===== config.mk =====
export PLATFORM = sky130hd
export DESIGN_NAME = scb_spi_ctrl
export DESIGN_NICKNAME = d
export VERILOG_FILES = /design/src/verilog/scb_baud_div.v /design/src/verilog/scb_spi_ctrl.v
export VERILOG_INCLUDE_DIRS = /design/src /design/src/verilog
export SDC_FILE = /design/constraint.sdc
export NUM_CORES = 1
export LEC_CHECK = 0
export BUFFER_PORTS_ARGS = -buffer_cell sky130_fd_sc_hd__buf_2
export CORE_MARGIN = 4
export CORE_UTILIZATION = 45
export CTS_CLUSTER_SIZE = 40
export DETAILED_ROUTE_END_ITERATION = 8
export HOLD_SLACK_MARGIN = 0.03
export PLACE_DENSITY = 0.65
export SLEW_MARGIN = 0
export SYNTH_ARGS = -nofsm -noshare
export SYNTH_HDL_FRONTEND = slang
export SYNTH_SLANG_ARGS = --single-unit

===== constraint.sdc =====
create_clock -name mclk -period 5.1 [get_ports mclk]
set_clock_uncertainty 0.15 [all_clocks]
set_input_delay 0.765 -clock mclk [delete_from_list [all_inputs] [get_ports mclk]]
set_output_delay 0.765 -clock mclk [all_outputs]
set_load 0.02 [all_outputs]

===== src/verilog/scb_spi_defines.vh =====
// register offsets, field positions, reset values and sizes of the spi control block
`ifndef SCB_SPI_DEFINES_VH
`define SCB_SPI_DEFINES_VH

// ***************************************************************
// register byte addresses
// ***************************************************************
`define SCB_ADDR_CONTROL_1   5'h00
`define SCB_ADDR_CONTROL_2   5'h04
`define SCB_ADDR_BAUD        5'h08
`define SCB_ADDR_STATUS      5'h0c
`define SCB_ADDR_DATA        5'h10

// ***************************************************************
// field positions
// ***************************************************************
`define SCB_C1_RX_FAULT_IRQ_EN 7
`define SCB_C1_SYSTEM_ENABLE   6
`define SCB_C1_TX_EMPTY_IRQ_EN 5
`define SCB_C1_MASTER          4
`define SCB_C2_MODE_FAULT_EN   4
`define SCB_BAUD_PRESCALE_LSB  4
`define SCB_BAUD_RATE_LSB      0
`define SCB_ST_RX_FULL         7
`define SCB_ST_TX_EMPTY        5
`define SCB_ST_MODE_FAULT      4

// ***************************************************************
// reset values and masks
// ***************************************************************
`define SCB_RST_CONTROL_1    8'h00
`define SCB_RST_CONTROL_2    8'h00
`define SCB_RST_BAUD         8'h00
`define SCB_RST_DATA         8'h00
`define SCB_MASK_CONTROL_1   8'hf0
`define SCB_MASK_CONTROL_2   8'h10
`define SCB_MASK_BAUD        8'h77
`define SCB_LAST_BIT         3'h7

`endif

===== src/verilog/scb_baud_div.v =====
// baud divider: half-period tick of the serial clock from the bus clock
`include "scb_spi_defines.vh"

module scb_baud_div (
   // clock and reset
   input  wire       mclk,
   input  wire       srst,
   // control
   input  wire       run,
   input  wire [2:0] prescaleSel,
   input  wire [2:0] rateSel,
   // tick out
   output reg        halfTick
);

   // ***************************************************************
   // divisor decode
   // ***************************************************************
   wire [3:0]  preDiv;
   wire [8:0]  rateDiv;
   wire [12:0] fullDiv;
   wire [11:0] halfDiv;
   reg  [11:0] count;

   assign preDiv  = {1'b0, prescaleSel} + 4'h1;                 // see RL11
   assign rateDiv = 9'h002 << rateSel;                          // see RL12
   // serial clock period is prescale times rate bus cycles
   assign fullDiv = preDiv * rateDiv;                           // see RL15
   assign halfDiv = fullDiv[12:1];

   // ***************************************************************
   // counter
   // ***************************************************************
   always @(posedge mclk) begin
      if (srst) begin
         count    <= 12'h000;
         halfTick <= 1'b0;
      end else if (!run) begin
         // light stop: hold count and tick so the serial clock resumes in phase
         count    <= count;
         halfTick <= halfTick;
      end else if (count >= halfDiv - 12'h001) begin
         count    <= 12'h000;
         halfTick <= 1'b1;
      end else begin
         count    <= count + 12'h001;
         halfTick <= 1'b0;
      end
   end

endmodule // scb_baud_div


===== src/verilog/scb_spi_ctrl.v =====
// spi control, status, baud selection and stop-mode handling with a small shift engine
//
// Operation
// RL1: every stop mode disables the interface regardless of prior configuration.
// RL2: deep and deepest stop power the interface down; wake-up gives reset state.
// RL3: light stop halts interface clocks; all registers keep their values.
// RL4: leaving light stop by reset puts the interface into reset state.
// RL5: leaving light stop by interrupt resumes exactly the held state.
// RL6: five 8-bit registers: control 1, control 2, baud, status, data.
// RL7: interrupt while control bit 7 set and receive-full or mode-fault flag set.
// RL8: clearing control bit 6 halts transfer, clears buffers, resets state machines.
// RL9: disabled interface clears receive-full and sets transmit-empty.
// RL10: interrupt while control bit 5 set and transmit-empty flag set.
// RL11: prescale code n gives prescaler divisor n plus one, 1 to 8.
// RL12: rate code n gives rate divisor two to the n plus one, 2 to 256.
// RL13: status has three read-only bits; bits 6,3,2,1,0 read zero.
// RL14: software writes to the status register change nothing.
// RL15: serial clock is bus clock divided by prescale times rate divisor.
// RL16: receive-full at status bit 7, transmit-empty bit 5, mode-fault bit 4.
//
// Chosen here: the Avalon-MM register port and the address map.
`include "scb_spi_defines.vh"

module scb_spi_ctrl (
   // clock and reset
   input  wire        mclk,
   input  wire        srst,
   // power modes
   input  wire        lightStop,
   input  wire        deepStop,
   // avalon-mm slave
   input  wire [4:0]  avs_address,
   input  wire        avs_read,
   input  wire        avs_write,
   input  wire [31:0] avs_writedata,
   input  wire [3:0]  avs_byteenable,
   output reg  [31:0] avs_readdata,
   output reg         avs_waitrequest,
   // interrupt request
   output reg         spiIrq,
   // serial link
   output reg         sclkOut,
   output reg         sclkOe,
   input  wire        sclkIn,
   output reg         mosiOut,
   output reg         mosiOe,
   input  wire        mosiIn,
   output reg         misoOut,
   output reg         misoOe,
   input  wire        misoIn,
   output reg         ssOut,
   output reg         ssOe,
   input  wire        ssIn
);

   // ***************************************************************
   // declarations
   // ***************************************************************
   localparam ST_IDLE  = 2'b01;
   localparam ST_SHIFT = 2'b10;

   reg  [7:0] control1;
   reg  [7:0] control2;
   reg  [7:0] baud;
   reg  [7:0] txBuf;
   reg  [7:0] rxBuf;
   reg  [7:0] shiftReg;
   reg  [2:0] bitCnt;
   reg  [1:0] state;
   reg        rxFull;
   reg        txEmpty;
   reg        modeFault;
   reg        rxArm;
   reg        txArm;
   reg        faultArm;
   reg        sampleBit;
   reg        sclkInt;
   reg  [1:0] sclkSync;
   reg  [1:0] mosiSync;
   reg  [1:0] misoSync;
   reg  [1:0] ssSync;
   reg        sclkPrev;
   reg        ssPrev;
   reg  [7:0] next_readData;

   wire       rst;
   wire       run;
   wire       enable;
   wire       isMaster;
   wire       halfTick;
   wire       accRead;
   wire       accWrite;
   wire       wrLane;
   wire       slvRise;
   wire       slvFall;
   wire       slvSelect;
   wire [7:0] statusVal;
   wire [7:0] shifted;

   // deep stops act as reset, so wake-up finds the reset state
   assign rst       = srst | deepStop;                              // see RL2, RL4
   // light stop freezes every flip-flop in place except those of the registered outputs
   assign run       = ~lightStop;                                   // see RL3, RL5
   assign enable    = control1[`SCB_C1_SYSTEM_ENABLE];
   assign isMaster  = control1[`SCB_C1_MASTER];
   assign accRead   = avs_read & ~avs_waitrequest;
   assign accWrite  = avs_write & ~avs_waitrequest;
   assign wrLane    = accWrite & avs_byteenable[0];
   assign slvRise   = sclkSync[1] & ~sclkPrev;
   assign slvFall   = ~sclkSync[1] & sclkPrev;
   assign slvSelect = ~ssSync[1];
   assign statusVal = {rxFull, 1'b0, txEmpty, modeFault, 4'h0};     // see RL13, RL16

   // ***************************************************************
   // synchronisers for link inputs
   // ***************************************************************
   always @(posedge mclk) begin
      if (rst) begin
         sclkSync <= 2'b00;
         mosiSync <= 2'b00;
         misoSync <= 2'b00;
         ssSync   <= 2'b11;
         sclkPrev <= 1'b0;
         ssPrev   <= 1'b1;
      end else if (run) begin
         sclkSync <= {sclkSync[0], sclkIn};
         mosiSync <= {mosiSync[0], mosiIn};
         misoSync <= {misoSync[0], misoIn};
         ssSync   <= {ssSync[0], ssIn};
         sclkPrev <= sclkSync[1];
         ssPrev   <= ssSync[1];
      end
   end

   // ***************************************************************
   // baud divider
   // ***************************************************************
   scb_baud_div u_baud (
      .mclk        (mclk),
      .srst        (rst | ~(enable & isMaster & (state == ST_SHIFT))),  // see RL1
      .run         (run),                                              // see RL3, RL5
      .prescaleSel (baud[6:4]),
      .rateSel     (baud[2:0]),
      .halfTick    (halfTick)
   );

   // ***************************************************************
   // bus slave: one wait state, answer at the second edge
   // ***************************************************************
   always @* begin
      next_readData = 8'h00;
      case (avs_address)
         `SCB_ADDR_CONTROL_1: next_readData = control1;
         `SCB_ADDR_CONTROL_2: next_readData = control2;
         `SCB_ADDR_BAUD:      next_readData = baud;
         `SCB_ADDR_STATUS:    next_readData = statusVal;       // see RL13
         `SCB_ADDR_DATA:      next_readData = rxBuf;
         default:             next_readData = 8'h00;
      endcase
   end

   always @(posedge mclk) begin
      if (rst) begin
         avs_waitrequest <= 1'b1;
         avs_readdata    <= 32'h00000000;
      end else if (run) begin
         if ((avs_read | avs_write) & avs_waitrequest) begin
            avs_waitrequest <= 1'b0;
            avs_readdata    <= {24'h000000, next_readData};
         end else begin
            avs_waitrequest <= 1'b1;
         end
      end
   end

   // ***************************************************************
   // software registers
   // ***************************************************************
   always @(posedge mclk) begin
      if (rst) begin
         control1 <= `SCB_RST_CONTROL_1;
         control2 <= `SCB_RST_CONTROL_2;
         baud     <= `SCB_RST_BAUD;
      end else if (run) begin
         // status address has no write path at all
         if (wrLane && avs_address == `SCB_ADDR_CONTROL_1) begin   // see RL6, RL14
            control1 <= avs_writedata[7:0] & `SCB_MASK_CONTROL_1;
         end else if (modeFault && isMaster) begin
            control1[`SCB_C1_MASTER] <= 1'b0;
         end
         if (wrLane && avs_address == `SCB_ADDR_CONTROL_2) begin
            control2 <= avs_writedata[7:0] & `SCB_MASK_CONTROL_2;
         end
         if (wrLane && avs_address == `SCB_ADDR_BAUD) begin
            baud <= avs_writedata[7:0] & `SCB_MASK_BAUD;
         end
      end
   end

   // ***************************************************************
   // flags, buffers and shift engine
   // ***************************************************************
   assign shifted = {shiftReg[6:0], sampleBit};

   always @(posedge mclk) begin
      if (rst) begin
         state     <= ST_IDLE;
         shiftReg  <= `SCB_RST_DATA;
         txBuf     <= `SCB_RST_DATA;
         rxBuf     <= `SCB_RST_DATA;
         bitCnt    <= 3'h0;
         sclkInt   <= 1'b0;
         sampleBit <= 1'b0;
         rxFull    <= 1'b0;
         txEmpty   <= 1'b1;
         modeFault <= 1'b0;
         rxArm     <= 1'b0;
         txArm     <= 1'b0;
         faultArm  <= 1'b0;
      end else if (run) begin
         if (accRead && avs_address == `SCB_ADDR_STATUS) begin
            rxArm    <= rxFull;
            txArm    <= txEmpty;
            faultArm <= modeFault;
         end
         if (!enable) begin
            // disabled: halt, empty the buffers, restart the engine
            state    <= ST_IDLE;                                   // see RL8
            shiftReg <= `SCB_RST_DATA;
            txBuf    <= `SCB_RST_DATA;
            rxBuf    <= `SCB_RST_DATA;
            bitCnt   <= 3'h0;
            sclkInt  <= 1'b0;
            rxFull   <= 1'b0;                                      // see RL9
            txEmpty  <= 1'b1;                                      // see RL9
            rxArm    <= 1'b0;
            txArm    <= 1'b0;
         end else begin
            if (wrLane && avs_address == `SCB_ADDR_DATA && txEmpty && txArm) begin
               txBuf   <= avs_writedata[7:0];
               txEmpty <= 1'b0;
               txArm   <= 1'b0;
            end
            // set of receive-full wins over a clear in the same cycle
            if (accRead && avs_address == `SCB_ADDR_DATA && rxArm) begin
               rxFull <= 1'b0;
               rxArm  <= 1'b0;
            end
            case (state)
               ST_IDLE: begin
                  sclkInt <= 1'b0;
                  bitCnt  <= 3'h0;
                  if (isMaster && !txEmpty && !modeFault) begin
                     shiftReg <= txBuf;
                     txEmpty  <= 1'b1;
                     state    <= ST_SHIFT;
                  end else if (!isMaster && slvSelect && ssPrev) begin
                     shiftReg <= txBuf;
                     txEmpty  <= 1'b1;
                     state    <= ST_SHIFT;
                  end
               end
               ST_SHIFT: begin
                  if (isMaster ? halfTick && sclkInt : slvFall) begin
                     shiftReg <= shifted;
                     bitCnt   <= bitCnt + 3'h1;
                     sclkInt  <= 1'b0;
                     if (bitCnt == `SCB_LAST_BIT) begin
                        rxBuf  <= shifted;
                        rxFull <= 1'b1;
                        state  <= ST_IDLE;
                     end
                  end else if (isMaster ? halfTick : slvRise) begin
                     // sample on the rising edge in both roles, shift on the falling one
                     sclkInt   <= isMaster;
                     sampleBit <= isMaster ? misoSync[1] : mosiSync[1];
                  end
                  if ((!isMaster && !slvSelect) || (isMaster && modeFault)) begin
                     state <= ST_IDLE;
                  end
               end
               default: state <= ST_IDLE;
            endcase
         end
         // mode fault: another master pulls select low; set wins over clear
         if (isMaster && control2[`SCB_C2_MODE_FAULT_EN] && slvSelect && enable) begin
            modeFault <= 1'b1;
         end else if (wrLane && avs_address == `SCB_ADDR_CONTROL_1 && faultArm) begin
            modeFault <= 1'b0;
            faultArm  <= 1'b0;
         end
      end
   end

   // ***************************************************************
   // registered outputs
   // ***************************************************************
   always @(posedge mclk) begin
      if (rst) begin
         spiIrq  <= 1'b0;
         sclkOut <= 1'b0;
         sclkOe  <= 1'b0;
         mosiOut <= 1'b0;
         mosiOe  <= 1'b0;
         misoOut <= 1'b0;
         misoOe  <= 1'b0;
         ssOut   <= 1'b1;
         ssOe    <= 1'b0;
      end else begin
         // pins released in any stop, registers untouched in light stop
         spiIrq  <= run & ((control1[`SCB_C1_RX_FAULT_IRQ_EN] & (rxFull | modeFault))  // see RL7
                    | (control1[`SCB_C1_TX_EMPTY_IRQ_EN] & txEmpty));                  // see RL10
         sclkOut <= sclkInt;
         mosiOut <= shiftReg[7];
         misoOut <= shiftReg[7];
         ssOut   <= ~(state == ST_SHIFT);
         sclkOe  <= run & enable & isMaster;                       // see RL1
         mosiOe  <= run & enable & isMaster;
         ssOe    <= run & enable & isMaster & ~control2[`SCB_C2_MODE_FAULT_EN];
         misoOe  <= run & enable & ~isMaster & slvSelect;
      end
   end

endmodule // scb_spi_ctrl


After elaboration in Yosys (flattened, before gate mapping)
Index checks and enable logic that the tools add are counted.
Widths: inputs -> output; s select.
{ "word_totals": {"regBits": 87, "input_bits": 51, "output_inout_bits": 42, "wordCells": 188} }
{ "classes": {"add_sub_neg": 4, "mul": 1, "order_cmp": 1, "n_eq_ne": 19, "shifts": 1, "mux": 55, "bitwise": 31, "reduce_logical": 42} }
{ "ops": {"columns": ["operator", "n"], "rows": [
  ["$mux 8", 10],
  ["$pmux 8 s5", 1],
  ["$mux 1", 31],
  ["$logic_and 1x1->1", 20],
  ["$reduce_and 2->1", 9],
  ["$and 1x1->1", 16],
  ["$ne 4x4->1 const B", 4],
  ["$pmux 8 s2", 1],
  ["$mul 4x9->13", 1],
  ["$add 12x1->12 const B", 1],
  ["$ge 12x12->1", 1],
  ["$mux 12", 1],
  ["$mux 2", 6],
  ["$reduce_and 4->1", 3],
  ["$sub 12x1->12 const B", 1],
  ["$eq 5x4->1 const B", 2],
  ["$not 1->1", 10],
  ["$ne 3x1->1 const B", 3],
  ["$shl 2x3->9 const A", 1],
  ["$ne 2x1->1 const B", 4],
  ["$mux 3", 2],
  ["$pmux 3 s2", 1],
  ["$reduce_and 3->1", 2],
  ["$eq 5x3->1 const B", 1],
  ["other kinds (15)", 22]
]} }

Depth between registers and ports, before layout
Gate-level depths: netlist of run 1.
{ "depth": {"ltp_word": 11, "mapped_depth": 22, "mapped_depth_nobuf": 22} }

Modules after synthesis
A second synthesis of run 1 with hierarchy kept.
{ "hier_totals": {"hier_cells": 621, "area_unflattened_um2": 5517.8} }
{ "by_module_without_submodules": {"columns": ["module", "instances", "cells_each", "area_per_inst_um2", "seq_area_each_um2"], "rows": [
  ["scb_spi_ctrl", 1, 379, 3497.1, 1481.4],
  ["scb_baud_div", 1, 242, 2020.7, 260.2]
]} }

Worst setup path before layout of run 1
OpenSTA, ideal clock, no wires.
{ "synth_timing": {"path_type": "register -> register", "start": "register baud[5]", "end": "register u_baud.count[1]", "setup_ps": 72, "arrival_ps": 4918, "t_required_ps": 4878, "setup_slack_ps": -39, "stages_incl_launch_ff": 21, "n_path_buf": 0, "synth_period_minus_slack_ps": 5139, "path_cell_list": "dfxtp_1 ha_1 xor2_1 nand2b_1 or2_2 fa_1 inv_1 fa_1 inv_1 fa_1 nand2_1 nor2_1 nand3_1 nor3_1 nand3_1 xor2_1 ha_1 a21oi_1 o2111ai_2 a2111o_1 a21oi_1"} }
{ "synth_via": {"elab_chain_cells": 5} }
{ "synth_rtl": {"columns": ["item", "line_no", "text"], "rows": [
  ["start, declared", "scb_spi_ctrl.v:64", "reg [7:0] baud;"],
  ["start signal, assigned", "scb_spi_ctrl.v:183", "baud <= `SCB_RST_BAUD;"],
  ["start signal, assigned", "scb_spi_ctrl.v:195", "baud <= avs_writedata[7:0] & `SCB_MASK_BAUD;"],
  ["$add 3x1->4", "scb_baud_div.v:25", "assign preDiv = {1'b0, prescaleSel} + 4'h1;"],
  ["$mul 4x9->13", "scb_baud_div.v:28", "assign fullDiv = preDiv * rateDiv;"],
  ["$sub 12x1->12", "scb_baud_div.v:42", "end else if (count >= halfDiv - 12'h001) begin"],
  ["$ge 12x12->1", "scb_baud_div.v:42", null],
  ["$mux 12", "scb_baud_div.v:42", null],
  ["end signal, assigned", "scb_baud_div.v:40", "count <= count;"],
  ["end signal, assigned", "scb_baud_div.v:46", "count <= count + 12'h001;"],
  ["end, declared", "scb_baud_div.v:23", "reg [11:0] count;"]
]} }
No other way between the ends.
A chain may end at the register's enable or synchronous reset.

Worst setup path in the final report of run 1
Ends and elaborated chain as after synthesis.

==> impl_metrics.yaml, run 1 <==
outcome:
  status: "finished with violations"
  violations: "negative setup slack"
sta:
  period_share: 1.00
  tightestPinTransition_ps: 1090
  hold_ws_ps: 304
  setup_viol: 2
  period_needed_ps: 5120
  slew_headroom: 0.269
  fmax_mhz: 195
  grt_setup_unrepaired: "true"
  fin_tns_setup_ps: -21.5
  drv_slew: 0
  hold_viol: 0
  fin_ws_ps: -18.2
final_layout:
  nets: 845
  diodes: 0
  finalNonFillerCells: 918
  n_fill_cell: 1088
  area_growth_pct: 19.4
  drive_gt1_frac: 0.212
setup_path:
  end_kind: "flip-flop"
  worstPathCellList: "buf_6 > nand4b_1 > or3_4 > fa_1 > inv_2 > fa_1 > buf_4 > ha_4 > a211oi_4 > nor2_2 > xnor2_2 > nand3_2 > nor3_4 > nand3_2 > xor2_1 > ha_1 > a21oi_4 > o2111ai_4 > a2111o_1 > a21oi_1"
  crit_path_start: "baud[5]$_SDFFE_PP0P_"
  rr_startpoint: "baud[5]$_SDFFE_PP0P_"
  worst_path_max_delay_cell: "fa_1"
  startpoint_type: "flip-flop"
  critPathRequiredTime_ps: 5220
  crit_type: "reg2reg"
  cp.arrival_ps: 5240
  critPathMaxStageDelay_ps: 570
  critPathMaxFanout: 5
grt:
  grt_pass1_vias: 4794
  grt_overflow: 0
  grt_pass1_wl_um: 22600
  grt_usage: 0.192
  grt_max_degree: 69
  antenna_found_initial: 0
floorplanning:
  io_pins: 93
  row_count: 40
  core_area_um2: 12100
  chipWidth_um: 119
  dieArea_um2: 14200
  die_h_um: 119
  start_util: 0.461
placement:
  globalplace.congestion: 0.871
  placed_cells: 894
  portBuffers: 41
  hpwl_um: 9540
synth:
  synth_flop_cell: "dfxtp_1"
  syn_area_um2: 5560
  synth_edf_count: 0
  muxShareOfSynthArea: 0.0398
  post_synth_inst_count: 687
  netlist_top_cells_area: "dfxtp_1 (31%), ha_1 (7.4%), nor2_1 (5.8%), nand2_1 (5.3%), fa_1 (4.3%)"
  yosys.area_share.xor_xnor: 0.0434
  synth_top_family_by_area: "simple AND/OR/NAND/NOR gates"
  synth.largest_area_cell: "dfxtp_1"
  synth_simple_gate_area_share: 0.238
  async_reset_ff_frac: 0
  yosys_register_bits: 87
  seq_area_frac_synth: 0.313
  netlist.area_leader.share: 0.313
  post_synth_fa_ha_maj_area_fraction: 0.117
  synth_compound_area_frac: 0.164
  synth_cell_type_count: 64
  synth_area_per_cell_um2: 8.09
  synth_warnings: 0
drt:
  dr.pass1.iters: 5
  drt_iter0_markers: 379
  vias: 4920
  viasPerCell: 5.36
  wl_per_cell_um: 14.5
  finalWirelength_um: 13300
  drc: 0
  drtAntennaViolNets: 0
worst_hold_path:
  worstHoldStart: "shiftReg[7]$_SDFFE_PP0P_"
  hp-class: "reg2reg"
job:
  drv_cap: 0
cts:
  clockBufferDepth: 2
  cts_root_buffer: "clkbuf_16"
  clkTransAtPathRegs_ps: 60
  cts_sinks: 87
  cts_buffers: 9
  cts_hold_buf: 0
  htree_levels: 3
  clock_latency_ps: 340
  cts_tree: "built"
power_and_ir_drop:
  ir_drop_mv: 0.170
  power.density_nw_per_um2: 209
  leakagePower_nw: 2.80
## metal layers
layer	vias to the layer above	global-route usage	routed length [µm]
met5	-	0	0
met3	26	0.0318	531
li1	2435	-	-
met2	109	0.326	6640
met1	2350	0.245	5830
met4	0	0.0695	329
## placed cells by master (no fill, tap or decap), types with 4 or more instances in the layout
| cell | synthesis | routed |
|---|---|---|
| dfxtp_1 | 87 | 85 |
| nor2_1 | 86 | 83 |
| nand2_1 | 78 | 78 |
| buf_4 | 26 | 47 |
| a21oi_1 | 45 | 41 |
| buf_2 | 10 | 41 |
| nand3_1 | 33 | 30 |
| ha_1 | 33 | 29 |
| inv_1 | 29 | 28 |
| conb_1 | 1 | 24 |
| a22oi_1 | 22 | 22 |
| mux2i_1 | 21 | 21 |
| nor3_1 | 14 | 13 |
| nand2b_1 | 11 | 11 |
| fa_1 | 12 | 11 |
| o211a_1 | 9 | 9 |
| clkbuf_16 | 0 | 9 |
| nand4_1 | 8 | 8 |
| nor2b_1 | 10 | 8 |
| o21ai_1 | 8 | 8 |
| xnor2_1 | 14 | 8 |
| a22o_1 | 8 | 8 |
| xnor2_2 | 0 | 6 |
| o21ai_0 | 7 | 6 |
| xor2_1 | 11 | 6 |
| and3_1 | 6 | 6 |
| xor2_2 | 0 | 5 |
| a21o_1 | 5 | 5 |
| a31oi_1 | 5 | 5 |
| or2_2 | 5 | 4 |
| or3_1 | 5 | 4 |
| nor2_2 | 1 | 4 |
| nand3_2 | 1 | 4 |
| and2_1 | 4 | 4 |
## final cells by class
type | count | area (µm²) | share of cell area
well taps | 168 | 210 | 0.0317
clock buffers | 10 | 239 | 0.0360
clock inverters | 2 | 35.0 | 0.00528
repair buffers | 90 | 581 | 0.0874
flip-flops and latches | 87 | 1740 | 0.263
inverters | 32 | 120 | 0.0181
multi-input cells | 529 | 3710 | 0.559
## logic make-up after synthesis
family | Yosys count
other cells | 1
compound gates | 133
simple gates | 278
buf+inv | 95
xor+xnor | 26
flops | 87
fa+ha+maj | 45
mux | 22
## sequential cells by signal, indices dropped and copies added (netlist names), 2 cells and up
signal        cells
u_baud.count     12
state             2
control1          4
ssSync            2
bitCnt            3
shiftReg          8
rxBuf             8
txBuf             8
sclkSync          2
avs_readdata      8
baud              6
mosiSync          2
misoSync          2
## power breakdown
part	internal, mW	leakage, nW	switching, mW
combinational	0.0175	1.96	0.0572
clock	0.381	0.136	0.247
sequential	0.681	0.702	0.00151
total	1.08	2.80	0.306
## final timing paths
path / end / slack [ps] / depth (start not counted)
max: u_baud.count[1]$_SDFFE_PP0N_ / -20 / 20
min: shiftReg[7]$_SDFFE_PP0P_ / 300 / 2
max reg2reg: u_baud.count[1]$_SDFFE_PP0N_ / -20 / 20
min reg2reg: shiftReg[7]$_SDFFE_PP0P_ / 300 / 2
## metrics by stage
step | util | total power [mW] | setup slack (ps) | cell area [µm²]
after global routing | 0.551 | 1.43 | -286 | 6640
after CTS | 0.537 | 1.39 | 5.28 | 6470
final | 0.551 | 1.39 | -18.2 | 6640
after global placement | 0.498 | 0.770 | -293 | 6000
after detailed placement | 0.498 | 0.771 | -379 | 6000
after floorplan | - | 0.763 | -39.3 | 5650
## Yosys cell counts, drive strengths merged, types with 4 or more instances
cell type,count
a211oi,4
a31oi,6
nand2,78
nand2b,11
or2,7
xnor2,14
and3,6
a21o,5
o21ai,15
a21oi,46
nor3,14
a22oi,22
or3,5
dfxtp,87
and2,4
nor3b,6
nor2b,10
buf,42
nor2,87
a22o,8
clkbuf,21
inv,31
xor2,11
ha,33
mux2i,21
fa,12
nand4,8
nand3,34
o211a,9
## worst max-delay path, delay by kind of cell (launching register included)
kind | cells | cell delay (ps)
flops | 1 | 360
fa+ha+maj | 4 | 1610
buf+inv | 3 | 300
simple gates | 6 | 1030
compound gates | 5 | 1250
xor+xnor | 2 | 340
## what timing repair did
action	CTS	global route
buffers inserted	4	7
cloned	1	0
pin swaps	22	14
gates resized for setup	32	19
setup endpoints to repair	13	13
hold endpoints to repair	0	0
Power figures use the tool's default switching activity.
==> run 2: changes to the inputs <==
Settings changed: CELL_PAD_IN_SITES_DETAIL_PLACEMENT set to 0, CELL_PAD_IN_SITES_GLOBAL_PLACEMENT set to 1, CORE_UTILIZATION 45 to 38, PLACE_DENSITY 0.65 to unset, PLACE_DENSITY_LB_ADDON set to 0.1.
==> impl_metrics.yaml, run 2 (same netlist as run 1, synthesis figures left out) <==
cts:
  cts_root_buffer: "clkbuf_16"
  clock_latency_ps: 340
  cts_sinks: 87
  cts_hold_buf: 0
  cts_buffers: 9
  htree_levels: 3
  cts_tree: "built"
  clockBufferDepth: 2
  clkTransAtPathRegs_ps: 60
final_layout:
  diodes: 0
  drive_gt1_frac: 0.208
  largest_reg_flops: 12
  n_fill_cell: 1412
  area_growth_pct: 20.9
  final_cell_mix: "nor2_1 (86), dfxtp_1 (84), nand2_1 (78)"
  nets: 856
  largest_register: "u_baud.count"
  final_common_cell: "nor2_1"
setup_path:
  critPathMaxFanout: 5
  critPathMaxStageDelay_ps: 530
  rr_startpoint: "baud[5]$_SDFFE_PP0P_"
  worstPathCellList: "ha_4 > xor2_2 > nand2b_1 > buf_4 > nor2_1 > fa_1 > inv_1 > fa_1 > inv_1 > ha_1 > nor2b_2 > o211a_1 > o31ai_4 > a21bo_4 > buf_4 > xor2_1 > ha_1 > and3_1 > nand3_2 > o2111ai_4 > a21oi_4 > buf_6 > o211a_1"
  rr_worst_depth: 23
  end_kind: "flip-flop"
  startpoint_type: "flip-flop"
  crit_type: "reg2reg"
  worst_path_max_delay_cell: "fa_1"
  r2r_slack_ps: -50
  critPathRequiredTime_ps: 5180
  cp.arrival_ps: 5230
  timing.rr.end: "u_baud.count[9]$_SDFFE_PP0N_"
power_and_ir_drop:
  power.density_nw_per_um2: 219
  ir_drop_mv: 0.183
  leakagePower_nw: 2.86
outcome:
  violations: "negative setup slack"
  status: "finished with violations"
drt:
  wl_per_cell_um: 14.8
  drtAntennaViolNets: 0
  drc: 0
  drt_iter0_markers: 184
  dr.pass1.iters: 4
  finalWirelength_um: 14000
  viasPerCell: 5.18
  vias: 4892
floorplanning:
  io_pins: 93
  row_count: 43
  core_area_um2: 14100
  start_util: 0.394
  die_h_um: 129
  dieArea_um2: 16600
  chipWidth_um: 129
grt:
  antenna_found_initial: 0
  grt_overflow: 0
  grt_pass1_wl_um: 23500
  grt_usage: 0.173
  grt_max_degree: 69
  grt_pass1_vias: 4763
sta:
  period_share: 1.01
  fin_tns_setup_ps: -421
  hold_viol: 0
  tightestPinTransition_ps: 1140
  setup_viol: 10
  fmax_mhz: 194
  period_needed_ps: 5150
  slew_headroom: 0.237
  fin_ws_ps: -50.5
  drv_slew: 0
  grt_setup_unrepaired: "true"
worst_hold_path:
  hp-class: "reg2reg"
  holdPathEnd: "shiftReg[7]$_SDFFE_PP0P_"
  worstHoldStart: "shiftReg[7]$_SDFFE_PP0P_"
  min_delay_path_depth: 2
placement:
  place_ws_ps: -426
  hpwl_um: 10300
  globalplace.congestion: 0.784
  portBuffers: 41
job:
  drv_cap: 0
run 2: changes by cell type in the layout (fill, tap and decap cells not counted), moves of 3 or more:
cell     previous run  this run
buf_4              47        55
buf_6               2         6
nor2_1             83        86
nor2_2              4         1
xnor2_1             8        11
xnor2_2             6         3
xor2_1              6         9
xor2_2              5         2
run 2: through the flow:
step / hold slack, ps / utilization / std cells / instance area (µm²) / total power [mW]
after floorplan: 277 / - / 710 / 5650 / 0.763
after global placement: 288 / 0.434 / 919 / 6110 / 0.771
after detailed placement: 296 / 0.434 / 919 / 6110 / 0.772
after CTS: 303 / 0.472 / 942 / 6650 / 1.50
after global routing: 350 / 0.477 / 945 / 6730 / 1.53
final: 301 / 0.477 / 945 / 6730 / 1.48
run 2: critical path, delay by kind of cell, from the launching register on:
kind	cells	cell delay [ps]
adders and majority gates	5	1800
AOI/OAI and AO/OA	6	1390
and+or+nand+nor	5	580
buffers and inverters	5	490
DFF	1	350
xor gates and xnor gates	2	280
run 2: layout make-up:
type                    count  area [µm²]  share of cell area
clock buffers              13         260              0.0387
clock inverters             3        65.1             0.00967
inverters                  32         120              0.0179
multi-input cells         528        3620               0.538
flip-flops and latches     87        1750               0.260
well taps                 180         225              0.0335
repair buffers            102         686               0.102
run 2: worst max path at each step:
stage / slack (ps) / cells after the start / endpoint / startpoint
CTS: -30 / 21 / u_baud.count[0]$_SDFFE_PP0N_ / baud[4]$_SDFFE_PP0P_
global route: -310 / 22 / u_baud.count[1]$_SDFFE_PP0N_ / baud[5]$_SDFFE_PP0P_
global placement: -280 / 20 / u_baud.halfTick$_SDFFE_PP0N_ / baud[4]$_SDFFE_PP0P_
finish: -50 / 23 / u_baud.count[9]$_SDFFE_PP0N_ / baud[5]$_SDFFE_PP0P_
detailed placement: -430 / 20 / u_baud.halfTick$_SDFFE_PP0N_ / baud[4]$_SDFFE_PP0P_
floorplan: -40 / 20 / u_baud.count[1]$_SDFFE_PP0N_ / baud[5]$_SDFFE_PP0P_
run 2: layer usage:
layer	part of all wire	routed length [µm]	vias to the layer above	global-route usage
met1	0.47	6500	2332	0.235
met2	0.48	6750	82	0.284
met5	0	0	-	0
li1	-	-	2468	-
met4	0.011	159	0	0.0513
met3	0.039	551	10	0.0299
run 2: where the power goes:
group	switching [mW]	leakage [nW]	total [mW]	internal, mW
clock	0.263	0.160	0.718	0.456
combinational	0.0580	1.99	0.0749	0.0169
sequential	0.00146	0.703	0.682	0.681
run 2: repair_timing:
action | 4_1_cts | 5_1_grt
buffers inserted | 7 | 3
pin swaps | 22 | 19
resized for setup | 32 | 11
cloned | 0 | 0
endpoints found under the setup margin | 13 | 13
endpoints found under the hold margin | 0 | 0
==> run 3: changes to the inputs <==
Settings changed: REMOVE_ABC_BUFFERS set to 1.
==> impl_metrics.yaml, run 3 (same netlist as run 1, synthesis figures left out) <==
drt:
  finalWirelength_um: 14000
  viasPerCell: 5.19
  dr.pass1.iters: 5
  drc: 0
  drt_iter0_markers: 208
  maxUsedRoutingLayer: "met5"
  wl_met2_um: 6530
  wl_per_cell_um: 14.8
  route.met3.wl_um: 616
  m1WireLength_um: 6600
  drtAntennaViolNets: 0
  vias: 4903
setup_path:
  critPathMaxFanout: 6
  startpoint_type: "flip-flop"
  end_kind: "flip-flop"
  critPathRequiredTime_ps: 5220
  cp.arrival_ps: 5200
  crit_type: "reg2reg"
cts:
  cts_tree: "built"
  cts_sinks: 87
  clockBufferDepth: 2
  clkTransAtPathRegs_ps: 60
  clock_latency_ps: 340
  cts_hold_buf: 0
  cts_root_buffer: "clkbuf_16"
  cts_buffers: 9
  htree_levels: 3
grt:
  grt_pass1_vias: 4736
  antenna_found_initial: 1
  grt_max_degree: 47
  grt_pass1_wl_um: 23400
  grt_overflow: 0
  grt_usage: 0.173
outcome:
  status: "completed"
floorplanning:
  row_count: 43
  start_util: 0.394
  io_pins: 93
  core_area_um2: 14100
  dieArea_um2: 16600
  chipWidth_um: 129
  die_h_um: 129
power_and_ir_drop:
  power.density_nw_per_um2: 200
  leakagePower_nw: 2.84
  total_power_mw: 1.36
  ir_drop_mv: 0.137
placement:
  hpwl_um: 10100
  portBuffers: 41
  globalplace.congestion: 0.823
sta:
  drv_slew: 0
  period_needed_ps: 5080
  fin_tns_setup_ps: 0
  setup_viol: 0
  grt_setup_unrepaired: "true"
  hold_ws_ps: 307
  period_share: 0.996
  tightestPinTransition_ps: 1140
  hold_viol: 0
  fmax_mhz: 197
  slew_headroom: 0.236
final_layout:
  drive_gt1_frac: 0.230
  largest_reg_flops: 12
  diodes: 0
  largest_register: "u_baud.count"
  final_cell_mix: "nor2_1 (86), dfxtp_1 (85), nand2_1 (77)"
  area_growth_pct: 22.5
  final_core_util: 0.483
  final_common_cell: "nor2_1"
  nets: 857
worst_hold_path:
  hp-class: "reg2reg"
job:
  drv_cap: 0
[run 3: cell type report]
type	count	area, µm²
clock buffer	11	243
clock inverter	4	22.5
fill	1399	7290
tap	180	225
inverter	32	120
timing repair buffer	102	686
multi-input combinational	529	3770
sequential	87	1750
[run 3: worst max-delay path, stage by stage, from the launching register on]
cell and delay [ps]:
dfxtp_4 350, ha_4 160, xor2_2 140, nand2b_1 100, buf_4 120, nor2_1 50, fa_1 500, inv_1 60
fa_1 520, inv_1 40, ha_2 400, o21ai_2 90, o21bai_1 140, a21oi_1 90, xnor2_1 350, buf_4 190
buf_4 100, xnor2_1 120, ha_1 280, nor2b_4 140, o21ai_2 160, o2111ai_4 210, a2111o_1 420, a21oi_2 140
[run 3: where the power goes]
part / internal, mW / leakage (nW) / switching (mW) / total, mW
registers: 0.681 / 0.703 / 0.00156 / 0.682
logic: 0.0185 / 2.01 / 0.0583 / 0.0768
clock network: 0.338 / 0.131 / 0.263 / 0.602
total: 1.04 / 2.84 / 0.323 / 1.36
[run 3: worst paths after layout]
path	cells after the start	to	startpoint	slack, ps
worst max-delay path	23	u_baud.count[0]$_SDFFE_PP0N_	baud[5]$_SDFFE_PP0P_	20
worst min-delay path	2	shiftReg[7]$_SDFFE_PP0P_	shiftReg[7]$_SDFFE_PP0P_	310
worst max register to register	23	u_baud.count[0]$_SDFFE_PP0N_	baud[5]$_SDFFE_PP0P_	20
worst min register to register	2	shiftReg[7]$_SDFFE_PP0P_	shiftReg[7]$_SDFFE_PP0P_	310
[run 3: per-layer routing]
metal | GRT usage | vias up
li1 | - | 2460
met1 | 0.234 | 2294
met2 | 0.282 | 121
met3 | 0.0324 | 26
met4 | 0.0494 | 2
met5 | 0 | -
[run 3: per-stage QoR]
step                cell area (µm²)  cells  worst slack [ps]
floorplan                      5300    647              -154
global placement               6110    918              -244
detailed placement             6110    918              -330
CTS                            6620    940              3.61
global route                   6810    945              -203
finish                         6810    945              19.1
[run 3: what timing repair did]
item,CTS,global route
endpoints found under the setup margin,13,13
cloned,0,1
endpoints found under the hold margin,0,0
gates resized for setup,36,33
buffers inserted,7,4
pin swaps,25,10
